### src/logic/tbc_pkg.sv
// Shared constants for the cascadable capture timer and its event network.
package tbc_pkg;
   // Register offsets.
   localparam logic [3:0] ADR_CTRL_A = 4'h0;
   localparam logic [3:0] ADR_CTRL_B = 4'h1;
   localparam logic [3:0] ADR_EVENT_CONTROL = 4'h4;
   localparam logic [3:0] ADR_INTEN  = 4'h5;
   localparam logic [3:0] ADR_FLAGS  = 4'h6;
   localparam logic [3:0] ADR_RUNST  = 4'h7;
   localparam logic [3:0] ADR_DBG    = 4'h8;
   localparam logic [3:0] ADR_STAGE  = 4'h9;
   localparam logic [3:0] ADR_CNT_L  = 4'ha;
   localparam logic [3:0] ADR_CNT_H  = 4'hb;
   localparam logic [3:0] ADR_CMP_L  = 4'hc;
   localparam logic [3:0] ADR_CMP_H  = 4'hd;
   // Field positions.
   localparam int CA_ENABLE   = 0;
   localparam int CA_CLK_LSB  = 1;
   localparam int CA_RESTART_WITH_COMPANION  = 4;
   localparam int CA_CASCADE  = 5;
   localparam int CA_RUN_IN_STANDBY = 6;
   localparam int CB_MODE_LSB = 0;
   localparam int CB_UNSYNCED_TRIGGER_ENABLE    = 6;
   localparam int EV_SNAPSHOT_INPUT_ENABLE   = 0;
   localparam int EV_EDGE     = 4;
   localparam int EV_FILTER   = 6;
   localparam int FL_SNAPSHOT_EVENT     = 0;
   localparam int FL_WRAP     = 1;
   // Writable bits of each control register; the rest read as zero.
   localparam logic [7:0] MSK_CTRL_A = 8'h7f;
   localparam logic [7:0] MSK_CTRL_B = 8'h77;
   localparam logic [7:0] MSK_EVENT_CONTROL = 8'h51;
   localparam logic [7:0] MSK_FLAGS  = 8'h03;
   localparam logic [7:0] MSK_DBG    = 8'h01;
   // Clock source codes.
   localparam logic [2:0] CLK_DIV1  = 3'h0;
   localparam logic [2:0] CLK_DIV2  = 3'h1;
   localparam logic [2:0] CLK_COMP0 = 3'h2;
   localparam logic [2:0] CLK_COMP1 = 3'h3;
   localparam logic [2:0] CLK_EVENT = 3'h7;
   // Timer mode codes.
   localparam logic [2:0] MODE_PERIODIC = 3'h0;
   localparam logic [2:0] MODE_TIMEOUT  = 3'h1;
   localparam logic [2:0] MODE_CAPTURE  = 3'h2;
   localparam logic [2:0] MODE_FREQ     = 3'h3;
   localparam logic [2:0] MODE_WIDTH    = 3'h4;
   localparam logic [2:0] MODE_FRQWID   = 3'h5;
   localparam logic [2:0] MODE_SINGLE   = 3'h6;
   // Reset values and limits.
   localparam logic [7:0]  RST_BYTE = 8'h00;
   localparam logic [15:0] RST_WORD = 16'h0000;
   localparam logic [15:0] CNT_MAX  = 16'hffff;
   localparam int          FILTER_SAMPLES = 4;
endpackage : tbc_pkg

### src/logic/tbc_link_if.sv
// Link between the timer and the event routing network with companion timers.
`timescale 1ns/1ps
interface tbc_link_if;
   logic       snapshot_event_ev;      // Capture event level from the routing network.
   logic       snapshot_event_tgl;     // Toggles once per capture edge seen at the source.
   logic       count_ev;     // Event count input level.
   logic [1:0] comp_tick;    // Companion timer count clock enables.
   logic [1:0] comp_restart; // Companion timer restart pulses.
   logic       standby;      // Standby sleep level.
   logic       powerdown;    // Power-down sleep level.
   logic       snapshot_event_out;     // Capture event out, one-cycle pulse.
   logic       wrap_out;     // Wrap event out, one-cycle pulse.

   modport timer_end (
      input  snapshot_event_ev, snapshot_event_tgl, count_ev, comp_tick, comp_restart, standby, powerdown,
      output snapshot_event_out, wrap_out
   );
   modport net_end (
      output snapshot_event_ev, snapshot_event_tgl, count_ev, comp_tick, comp_restart, standby, powerdown,
      input  snapshot_event_out, wrap_out
   );
endinterface : tbc_link_if

### src/logic/tbc_timer.sv
// Sixteen-bit capture timer end: registers, counter, capture and events.
// How it works
// - Capture copies counter into compare latch.
// - Network routes lower wrap, shared capture.
// - Lower timer: cascade off, capture mode.
// - Upper timer: cascade on, event clock.
// - Filter passes level after four equal samples.
// - Filter adds four cycles of delay.
// - Filter samples on peripheral clock always.
// - Companion clock choice uses companion tick.
// - Restart with companion when sync set.
// - Event pulses match flag set conditions.
// - Event clock choice counts count-input rising edges.
// - Enabled capture events act per edge/mode.
// - Source holds events one clock minimum.
// - Unsynced_trigger_enable single-shot catches short pulses.
// - Wrap flag set on max-to-zero rollover.
// - Request while flag and enable set.
// - Standby halts unless run-in-standby set.
// - Power-down halts counting and capture; registers stay accessible.
// - Cascade delays capture event one cycle.
// - Clock select decode per code table.
// - At max, wrap event and zero.
`timescale 1ns/1ps
module tbc_timer
   import tbc_pkg::*;
(
   input  wire logic   clk_i,
   input  wire logic   resetn_i,
   tbc_link_if.timer_end link,
   input  wire logic [3:0] reg_addr_i,
   input  wire logic [7:0] reg_wdata_i,
   input  wire logic   reg_wr_i,
   input  wire logic   reg_rd_i,
   output logic [7:0]  reg_rdata_o,
   output logic        irq_o
);
   logic [7:0]  ctrl_a_q, ctrl_a_d, ctrl_b_q, ctrl_b_d, event_control_q, event_control_d;
   logic [7:0]  inten_q, inten_d, flags_q, flags_d, dbg_q, dbg_d;
   logic [7:0]  stage_q, stage_d, rdata_q, rdata_d;
   logic [15:0] cnt_q, cnt_d, cmp_q, cmp_d;
   logic        run_q, run_d, div_q, div_d, cnt_ev_q, cnt_ev_d;
   logic        tgl_q, tgl_d, cdly_r_q, cdly_r_d, cdly_f_q, cdly_f_d;
   logic        snapshot_event_out_q, snapshot_event_out_d, wrap_out_q, wrap_out_d, irq_q, irq_d;
   logic        f_rise, f_fall;

   // Field pick used for every mode and clock decision.
   function automatic logic [2:0] fld3(input logic [7:0] r, input int lsb);
      fld3 = r[lsb +: 3];
   endfunction : fld3

   tbc_noise_filter i_tbc_noise_filter (
      .clk_i       (clk_i),
      .resetn_i    (resetn_i),
      .filter_en_i (event_control_q[EV_FILTER]),
      .raw_i       (link.snapshot_event_ev),
      .rise_o      (f_rise),
      .fall_o      (f_fall)
   );

   // Next-state logic for registers, counter and events.
   always_comb
   begin
      logic       active, tick, restart, rise, fall, act, actv, capture, wrap, lo_rd;
      logic [2:0] mode;
      active = 1'b0; tick = 1'b0; restart = 1'b0; rise = 1'b0; fall = 1'b0;
      act = 1'b0; actv = 1'b0; capture = 1'b0; wrap = 1'b0; lo_rd = 1'b0;
      mode = fld3(ctrl_b_q, CB_MODE_LSB);
      ctrl_a_d = ctrl_a_q; ctrl_b_d = ctrl_b_q; event_control_d = event_control_q;
      inten_d = inten_q; flags_d = flags_q; dbg_d = dbg_q; stage_d = stage_q;
      cnt_d = cnt_q; cmp_d = cmp_q; run_d = run_q; rdata_d = rdata_q;
      tgl_d = link.snapshot_event_tgl;
      cnt_ev_d = link.count_ev;
      // Sleep gating: power-down always halts, standby unless allowed to run.
      active = ctrl_a_q[CA_ENABLE] && !link.powerdown
               && !(link.standby && !ctrl_a_q[CA_RUN_IN_STANDBY]);
      div_d = active ? ~div_q : div_q;
      // Count tick from the selected source; reserved codes never count.
      unique case (fld3(ctrl_a_q, CA_CLK_LSB))
         CLK_DIV1:  tick = 1'b1;
         CLK_DIV2:  tick = div_q;
         CLK_COMP0: tick = link.comp_tick[0];
         CLK_COMP1: tick = link.comp_tick[1];
         CLK_EVENT: tick = link.count_ev & ~cnt_ev_q;
         default:   tick = 1'b0;
      endcase
      // Restart follows the companion selected as clock, else companion zero.
      if (fld3(ctrl_a_q, CA_CLK_LSB) == CLK_COMP1)
         restart = ctrl_a_q[CA_RESTART_WITH_COMPANION] & link.comp_restart[1];
      else
         restart = ctrl_a_q[CA_RESTART_WITH_COMPANION] & link.comp_restart[0];
      // The upper timer sees its capture a cycle later so the carry can settle.
      cdly_r_d = f_rise;
      cdly_f_d = f_fall;
      rise = ctrl_a_q[CA_CASCADE] ? cdly_r_q : f_rise;
      fall = ctrl_a_q[CA_CASCADE] ? cdly_f_q : f_fall;
      if (event_control_q[EV_EDGE])
      begin
         act  = fall;
         actv = rise;
      end
      else
      begin
         act  = rise;
         actv = fall;
      end
      // Unsynced_trigger_enable single-shot triggers on any source toggle, even a sub-cycle pulse.
      if (mode == MODE_SINGLE && ctrl_b_q[CB_UNSYNCED_TRIGGER_ENABLE])
         act = link.snapshot_event_tgl ^ tgl_q;
      act  = act & event_control_q[EV_SNAPSHOT_INPUT_ENABLE] & active;
      actv = actv & event_control_q[EV_SNAPSHOT_INPUT_ENABLE] & active;
      if (active)
      begin
         if (tick && run_q)
         begin
            wrap  = (cnt_q == CNT_MAX);
            cnt_d = wrap ? RST_WORD : cnt_q + 16'h0001;
            if (mode == MODE_PERIODIC && cnt_q == cmp_q)
            begin
               capture = 1'b1;
               cnt_d   = RST_WORD;
            end
            if (mode == MODE_SINGLE && cnt_q == cmp_q)
               run_d = 1'b0;
         end
         if (restart)
            cnt_d = RST_WORD;
         unique case (mode)
            MODE_CAPTURE:
               if (act)
               begin
                  cmp_d   = cnt_q;
                  capture = 1'b1;
               end
            MODE_FREQ:
               if (act)
               begin
                  cmp_d   = cnt_q;
                  cnt_d   = RST_WORD;
                  capture = 1'b1;
               end
            MODE_WIDTH, MODE_FRQWID:
               if (act)
                  cnt_d = RST_WORD;
               else if (actv)
               begin
                  cmp_d   = cnt_q;
                  capture = 1'b1;
               end
            MODE_TIMEOUT:
               if (act)
                  run_d = 1'b1;
               else if (actv)
                  run_d = 1'b0;
            MODE_SINGLE:
               if (act && !run_q)
               begin
                  cnt_d = RST_WORD;
                  run_d = 1'b1;
               end
            default: ;
         endcase
      end
      else
      begin
         run_d = 1'b1;
      end
      // Register reads; low bytes snapshot the high byte into staging.
      if (reg_rd_i)
      begin
         unique case (reg_addr_i)
            ADR_CTRL_A: rdata_d = ctrl_a_q;
            ADR_CTRL_B: rdata_d = ctrl_b_q;
            ADR_EVENT_CONTROL: rdata_d = event_control_q;
            ADR_INTEN:  rdata_d = inten_q;
            ADR_FLAGS:  rdata_d = flags_q;
            ADR_RUNST:  rdata_d = {7'h00, run_q & active};
            ADR_DBG:    rdata_d = dbg_q;
            ADR_STAGE:  rdata_d = stage_q;
            ADR_CNT_L:
            begin
               rdata_d = cnt_q[7:0];
               stage_d = cnt_q[15:8];
            end
            ADR_CMP_L:
            begin
               rdata_d = cmp_q[7:0];
               stage_d = cmp_q[15:8];
               lo_rd   = 1'b1;
            end
            ADR_CNT_H, ADR_CMP_H: rdata_d = stage_q;
            default:    rdata_d = RST_BYTE;
         endcase
      end
      // Register writes; a 16-bit write lands whole on the high byte.
      if (reg_wr_i)
      begin
         unique case (reg_addr_i)
            ADR_CTRL_A: ctrl_a_d = reg_wdata_i & MSK_CTRL_A;
            ADR_CTRL_B: ctrl_b_d = reg_wdata_i & MSK_CTRL_B;
            ADR_EVENT_CONTROL: event_control_d = reg_wdata_i & MSK_EVENT_CONTROL;
            ADR_INTEN:  inten_d  = reg_wdata_i & MSK_FLAGS;
            ADR_FLAGS:  flags_d  = flags_q & ~(reg_wdata_i & MSK_FLAGS);
            ADR_DBG:    dbg_d    = reg_wdata_i & MSK_DBG;
            ADR_STAGE, ADR_CNT_L, ADR_CMP_L: stage_d = reg_wdata_i;
            ADR_CNT_H:  cnt_d    = {reg_wdata_i, stage_q};
            ADR_CMP_H:  cmp_d    = {reg_wdata_i, stage_q};
            default: ;
         endcase
      end
      // Measurement modes clear the capture flag when the low latch byte is read.
      if (lo_rd && (mode == MODE_FREQ || mode == MODE_WIDTH || mode == MODE_FRQWID))
         flags_d[FL_SNAPSHOT_EVENT] = 1'b0;
      // Hardware sets win over a same-cycle clear so no event is lost.
      if (capture)
         flags_d[FL_SNAPSHOT_EVENT] = 1'b1;
      if (wrap)
         flags_d[FL_WRAP] = 1'b1;
      snapshot_event_out_d = capture;
      wrap_out_d = wrap;
      irq_d = |(flags_d & inten_d);
   end

   // State registers.
   always_ff @(posedge clk_i or negedge resetn_i)
   begin
      if (!resetn_i)
      begin
         ctrl_a_q <= RST_BYTE; ctrl_b_q <= RST_BYTE; event_control_q <= RST_BYTE;
         inten_q <= RST_BYTE; flags_q <= RST_BYTE; dbg_q <= RST_BYTE;
         stage_q <= RST_BYTE; rdata_q <= RST_BYTE;
         cnt_q <= RST_WORD; cmp_q <= RST_WORD;
         run_q <= 1'b0; div_q <= 1'b0; cnt_ev_q <= 1'b0; tgl_q <= 1'b0;
         cdly_r_q <= 1'b0; cdly_f_q <= 1'b0;
         snapshot_event_out_q <= 1'b0; wrap_out_q <= 1'b0; irq_q <= 1'b0;
      end
      else
      begin
         ctrl_a_q <= ctrl_a_d; ctrl_b_q <= ctrl_b_d; event_control_q <= event_control_d;
         inten_q <= inten_d; flags_q <= flags_d; dbg_q <= dbg_d;
         stage_q <= stage_d; rdata_q <= rdata_d;
         cnt_q <= cnt_d; cmp_q <= cmp_d;
         run_q <= run_d; div_q <= div_d; cnt_ev_q <= cnt_ev_d; tgl_q <= tgl_d;
         cdly_r_q <= cdly_r_d; cdly_f_q <= cdly_f_d;
         snapshot_event_out_q <= snapshot_event_out_d; wrap_out_q <= wrap_out_d; irq_q <= irq_d;
      end
   end

   assign link.snapshot_event_out = snapshot_event_out_q;
   assign link.wrap_out = wrap_out_q;
   assign reg_rdata_o   = rdata_q;
   assign irq_o         = irq_q;
endmodule : tbc_timer

### src/logic/tbc_noise_filter.sv
// Four-sample noise filter with edge detection for the capture event input.
`timescale 1ns/1ps
module tbc_noise_filter
   import tbc_pkg::*;
(
   input  wire logic clk_i,
   input  wire logic resetn_i,
   input  wire logic filter_en_i,
   input  wire logic raw_i,
   output logic      rise_o,
   output logic      fall_o
);
   logic [FILTER_SAMPLES-1:0] hist_q, hist_d;
   logic                      lvl_q, lvl_d;
   logic                      prev_q, prev_d;

   // The history runs on the peripheral clock only, so the prescaler never slows it.
   always_comb
   begin
      hist_d = {hist_q[FILTER_SAMPLES-2:0], raw_i};
      lvl_d  = lvl_q;
      if (!filter_en_i)
      begin
         lvl_d = raw_i;
      end
      else if (&hist_q || ~|hist_q)
      begin
         // Judging the four stored samples, not the incoming one, gives the full delay.
         lvl_d = hist_q[0];
      end
      prev_d = lvl_q;
   end

   always_ff @(posedge clk_i or negedge resetn_i)
   begin
      if (!resetn_i)
      begin
         hist_q <= '0;
         lvl_q  <= 1'b0;
         prev_q <= 1'b0;
      end
      else
      begin
         hist_q <= hist_d;
         lvl_q  <= lvl_d;
         prev_q <= prev_d;
      end
   end

   assign rise_o = lvl_q & ~prev_q;
   assign fall_o = ~lvl_q & prev_q;
endmodule : tbc_noise_filter

### src/flat_wrapper.sv
// flat-port wrapper written by rule: the top's interface ports become plain ports
module tbc_timer_flat import tbc_pkg::*;
  (clk_i, resetn_i, reg_addr_i, reg_wdata_i, reg_wr_i, reg_rd_i, reg_rdata_o, irq_o, link_snapshot_event_ev, link_snapshot_event_tgl, link_count_ev, link_comp_tick, link_comp_restart, link_standby, link_powerdown, link_snapshot_event_out, link_wrap_out);
  tbc_link_if link_i ();
  input  wire logic clk_i;
  input  wire logic resetn_i;
  input  wire logic [3:0] reg_addr_i;
  input  wire logic [7:0] reg_wdata_i;
  input  wire logic reg_wr_i;
  input  wire logic reg_rd_i;
  output logic [7:0] reg_rdata_o;
  output logic irq_o;
  input wire logic [$bits(link_i.snapshot_event_ev)-1:0] link_snapshot_event_ev;
  input wire logic [$bits(link_i.snapshot_event_tgl)-1:0] link_snapshot_event_tgl;
  input wire logic [$bits(link_i.count_ev)-1:0] link_count_ev;
  input wire logic [$bits(link_i.comp_tick)-1:0] link_comp_tick;
  input wire logic [$bits(link_i.comp_restart)-1:0] link_comp_restart;
  input wire logic [$bits(link_i.standby)-1:0] link_standby;
  input wire logic [$bits(link_i.powerdown)-1:0] link_powerdown;
  output wire logic [$bits(link_i.snapshot_event_out)-1:0] link_snapshot_event_out;
  output wire logic [$bits(link_i.wrap_out)-1:0] link_wrap_out;
  assign link_i.snapshot_event_ev = link_snapshot_event_ev;
  assign link_i.snapshot_event_tgl = link_snapshot_event_tgl;
  assign link_i.count_ev = link_count_ev;
  assign link_i.comp_tick = link_comp_tick;
  assign link_i.comp_restart = link_comp_restart;
  assign link_i.standby = link_standby;
  assign link_i.powerdown = link_powerdown;
  assign link_snapshot_event_out = link_i.snapshot_event_out;
  assign link_wrap_out = link_i.wrap_out;
  tbc_timer u_core (.clk_i(clk_i), .resetn_i(resetn_i), .link(link_i), .reg_addr_i(reg_addr_i), .reg_wdata_i(reg_wdata_i), .reg_wr_i(reg_wr_i), .reg_rd_i(reg_rd_i), .reg_rdata_o(reg_rdata_o), .irq_o(irq_o));
endmodule
### config.mk
export PLATFORM = sky130hd
export DESIGN_NAME = tbc_timer_flat
export DESIGN_NICKNAME = d
export VERILOG_FILES = /design/src/logic/tbc_pkg.sv /design/src/logic/tbc_link_if.sv /design/src/logic/tbc_timer.sv /design/src/logic/tbc_noise_filter.sv /design/src/flat_wrapper.sv
export SDC_FILE = /design/constraint.sdc
export NUM_CORES = 1
export LEC_CHECK = 0
export BUFFER_PORTS_ARGS = -buffer_cell sky130_fd_sc_hd__buf_2
export CAP_MARGIN = 20
export CORE_MARGIN = 3
export CORE_UTILIZATION = 31
export DETAILED_ROUTE_END_ITERATION = 12
export GPL_TIMING_DRIVEN = 0
export HOLD_SLACK_MARGIN = 0.03
export PLACE_DENSITY = 0.46
export SLEW_MARGIN = 20
export SYNTH_ARGS = -nofsm -noshare
export SYNTH_HDL_FRONTEND = slang
export SYNTH_SLANG_ARGS = --single-unit
### constraint.sdc
create_clock -name clk_i -period 5.8 [get_ports clk_i]
set_clock_uncertainty 0.15 [all_clocks]
set_input_delay 0.58 -clock clk_i [delete_from_list [all_inputs] [get_ports clk_i]]
set_output_delay 0.58 -clock clk_i [all_outputs]
set_load 0.005 [all_outputs]
==> impl_metrics.ini <==
[synthesis]
synth_edf_count = 0
yosysSeqAreaShare_pct = 42.1
syn_nets = 559
yosysWarnings = 0
synth.area.mux_share_pct = 7.51
syn_inst = 531
ys_types = 64
synth-async-reset-ratio_pct = 100
netlist_area_um2 = 5000
yosys.area_share.adder_pct = 0.751
synth-xor-area-share_pct = 5.08
ys_ff_latch = 84
synth-main-ff-cell = dfrtp_1
syn_area_per_cell_um2 = 9.41
synth-simple-area-share_pct = 17.1
synth_top_family_by_area = compound AO/OA/AOI/OAI gates
synth_compound_area_share_pct = 22.4

[global_route]
grt_start_max_net_pins = 49
grt_pass1_vias = 4319
grt_use_total_pct = 19.7
grt_pass1_wl_um = 26700
antenna_found_initial = 0
overflow = 0

[pwr]
p_per_area_nw_per_um2 = 388
leakage_nw = 2.34
ir_worst_vdd_mv = 0.147

[setup_path]
arrival_ns = 3.22
crit_fanout = 10
worstSetupPathType = reg -> reg
end_kind = register
worst_ep_required_time_ns = 5.89
start_kind = register
reg2reg_depth = 8

[run_status]
run_status = finished clean

[floorplan]
die_area_um2 = 17700
start_util_pct = 32.3
num_rows = 45
boundaryPins = 36
fp.dieH_um = 133
die_w_um = 133
core_um2 = 15500

[clock_network]
clockBufferDepth = 2
cts-root-buf = clkbuf_16
cts-resized-gates = 0
path_clk_slew_ns = 0.07
postCtsSetupBuffers = 0
tritoncts = built
cts_made_buffers = 9
cts.sinks = 84
cts.htree.levels = 3
clock_latency_ns = 0.35
hold_buffers = 0

[placement]
dp_hpwl_um = 13000
io_buffers = 33
routabilityCongestion = 0.919

[timing]
min_period_over_period_pct = 54.0
rsz0062_at_grt = false
slew_violations = 0
fmax_mhz = 319
final-setup-viol-count = 0
tns_ns = 0
worstMarginPinSlew_ns = 1.02
finalHoldViolations = 0
slew_headroom_pct = 31.4
min_period_ns = 3.13

[finish]
area_growth_pct = 15.3
final_util_pct = 37.2
nets = 604
antennaDiodeCount = 0
drive_gt1_share_pct = 15.1
fillers = 1614

[flow_run]
max-cap-violations = 0

[drt]
drt-total-wl_um = 17100
wire_per_inst_um = 21.6
postRouteAntennaNets = 0
via_count = 4415
first_pass_iters = 5
drtIter0Drc = 320
via_per_inst = 5.57
drc = 0

[worst_hold_path]
min_path_type = in -> async
final timing paths:
check / slack (ns) / end / startpoint
max in group asynchronous: 4.82 / u_core.cnt_q[5]$_DFF_PN0_ / resetn_i
min in group clk_i: 0.19 / u_core.i_tbc_noise_filter.hist_q[0]$_DFF_PN0_ / link_snapshot_event_ev
worst max register to register: 2.67 / u_core.cmp_q[4]$_DFF_PN0_ / u_core.ctrl_b_q[2]$_DFFE_PN0P_
worst min-delay path: 0.04 / u_core.ctrl_a_q[0]$_DFFE_PN0P_ / resetn_i
worst min register to register: 0.24 / u_core.i_tbc_noise_filter.hist_q[2]$_DFF_PN0_ / u_core.i_tbc_noise_filter.hist_q[1]$_DFF_PN0_
worst max-delay path: 2.67 / u_core.cmp_q[4]$_DFF_PN0_ / u_core.ctrl_b_q[2]$_DFFE_PN0P_
final cells by class:
class	instances	area [µm²]	area share [%]
clock buffer	9	225	3.91
timing repair buffer	34	195	3.39
inverter	25	93.8	1.63
multi-input combinational	381	2640	45.8
sequential	84	2100	36.5
clock inverter	7	82.6	1.43
buffer	41	163	2.82
tap	211	264	4.58
critical path, stage by stage (launching register included):
cell	delay, ns
dfrtp_1	0.38
clkbuf_1	0.27
and4b_1	0.35
a2111o_1	0.39
a211oi_2	0.45
nand2b_1	0.19
a31oi_1	0.11
clkbuf_1	0.30
a221o_1	0.43
power by group:
group	internal [mW]	total (mW)	switching, mW
clock network	0.340	0.608	0.268
logic	0.304	0.731	0.428
registers	0.735	0.897	0.162
kinds of logic after synthesis:
kind of cell,count (synthesis)
buffers and inverters,66
XOR/XNOR,29
multiplexers,31
flip-flops,84
AO/OA/AOI/OAI,152
adder cells (fa/ha/maj),3
AND/OR/NAND/NOR,166
flip-flops by register name, summed over array words and instances (netlist names), 2 cells and up:
| name | count |
|---|---|
| u_core.ctrl_a_q | 7 |
| u_core.i_tbc_noise_filter.hist_q | 4 |
| u_core.ctrl_b_q | 6 |
| u_core.cmp_q | 16 |
| u_core.flags_q | 2 |
| u_core.reg_rdata_o | 8 |
| u_core.cnt_q | 16 |
| u_core.stage_q | 8 |
| u_core.event_control_q | 3 |
| u_core.inten_q | 2 |
synthesized netlist by cell type (11+ instances only):
cell / number / area [µm²]
xor2_1: 22 / 193
mux2_2: 22 / 248
a22o_1: 14 / 123
a21oi_1: 27 / 135
inv_1: 25 / 93.8
nor2_1: 41 / 154
a22oi_1: 14 / 105
o22ai_1: 21 / 131
nand2_1: 35 / 131
o21ai_0: 18 / 90.1
clkbuf_1: 37 / 139
and2_1: 15 / 93.8
dfrtp_1: 84 / 2100
a221o_1: 12 / 120
nor3_1: 12 / 60.1
nand3_1: 11 / 55.1
placed cells by master, fill, tap and decap left out, types with 5 or more instances in the layout:
cell,netlist,routed
a21oi_1,27,27
inv_1,25,25
mux2_2,22,22
clkbuf_1,37,37
and3_1,5,5
nor4_1,9,9
nor3_1,12,12
nor2_1,41,41
a22oi_1,14,14
a31oi_1,6,6
and2_1,15,15
nand4_1,8,8
o21ai_0,18,18
a22o_1,14,14
xnor2_1,7,7
xor2_1,22,22
nand2_1,35,35
dfrtp_1,84,84
clkbuf_16,0,9
nand3_1,11,11
nand2b_1,5,5
o22ai_1,21,21
buf_2,1,33
a221o_1,12,12
mux2i_1,6,6
routing by layer:
| layer | vias up | track usage, % | part of all wire, % |
|---|---|---|---|
| met3 | 20 | 3.16 | 4.3 |
| li1 | 2060 | - | - |
| met5 | - | 0 | 0 |
| met1 | 2208 | 28.9 | 49 |
| met2 | 127 | 29.4 | 45 |
| met4 | 0 | 6.52 | 2.1 |
through the flow:
stage               cells  total power [mW]  worst slack (ns)  cell area [µm²]  hold WS (ns)
floorplan             531              1.37              3.28             5000         0.134
global placement      775              1.61              2.54             5430         0.212
detailed placement    776              1.63              2.56             5460         0.227
CTS                   792              2.24              2.70             5760        0.0633
global route          792              2.36              2.55             5760        0.0853
finish                792              2.24              2.67             5760        0.0432
Note: power is estimated with default switching activity, not from simulation.
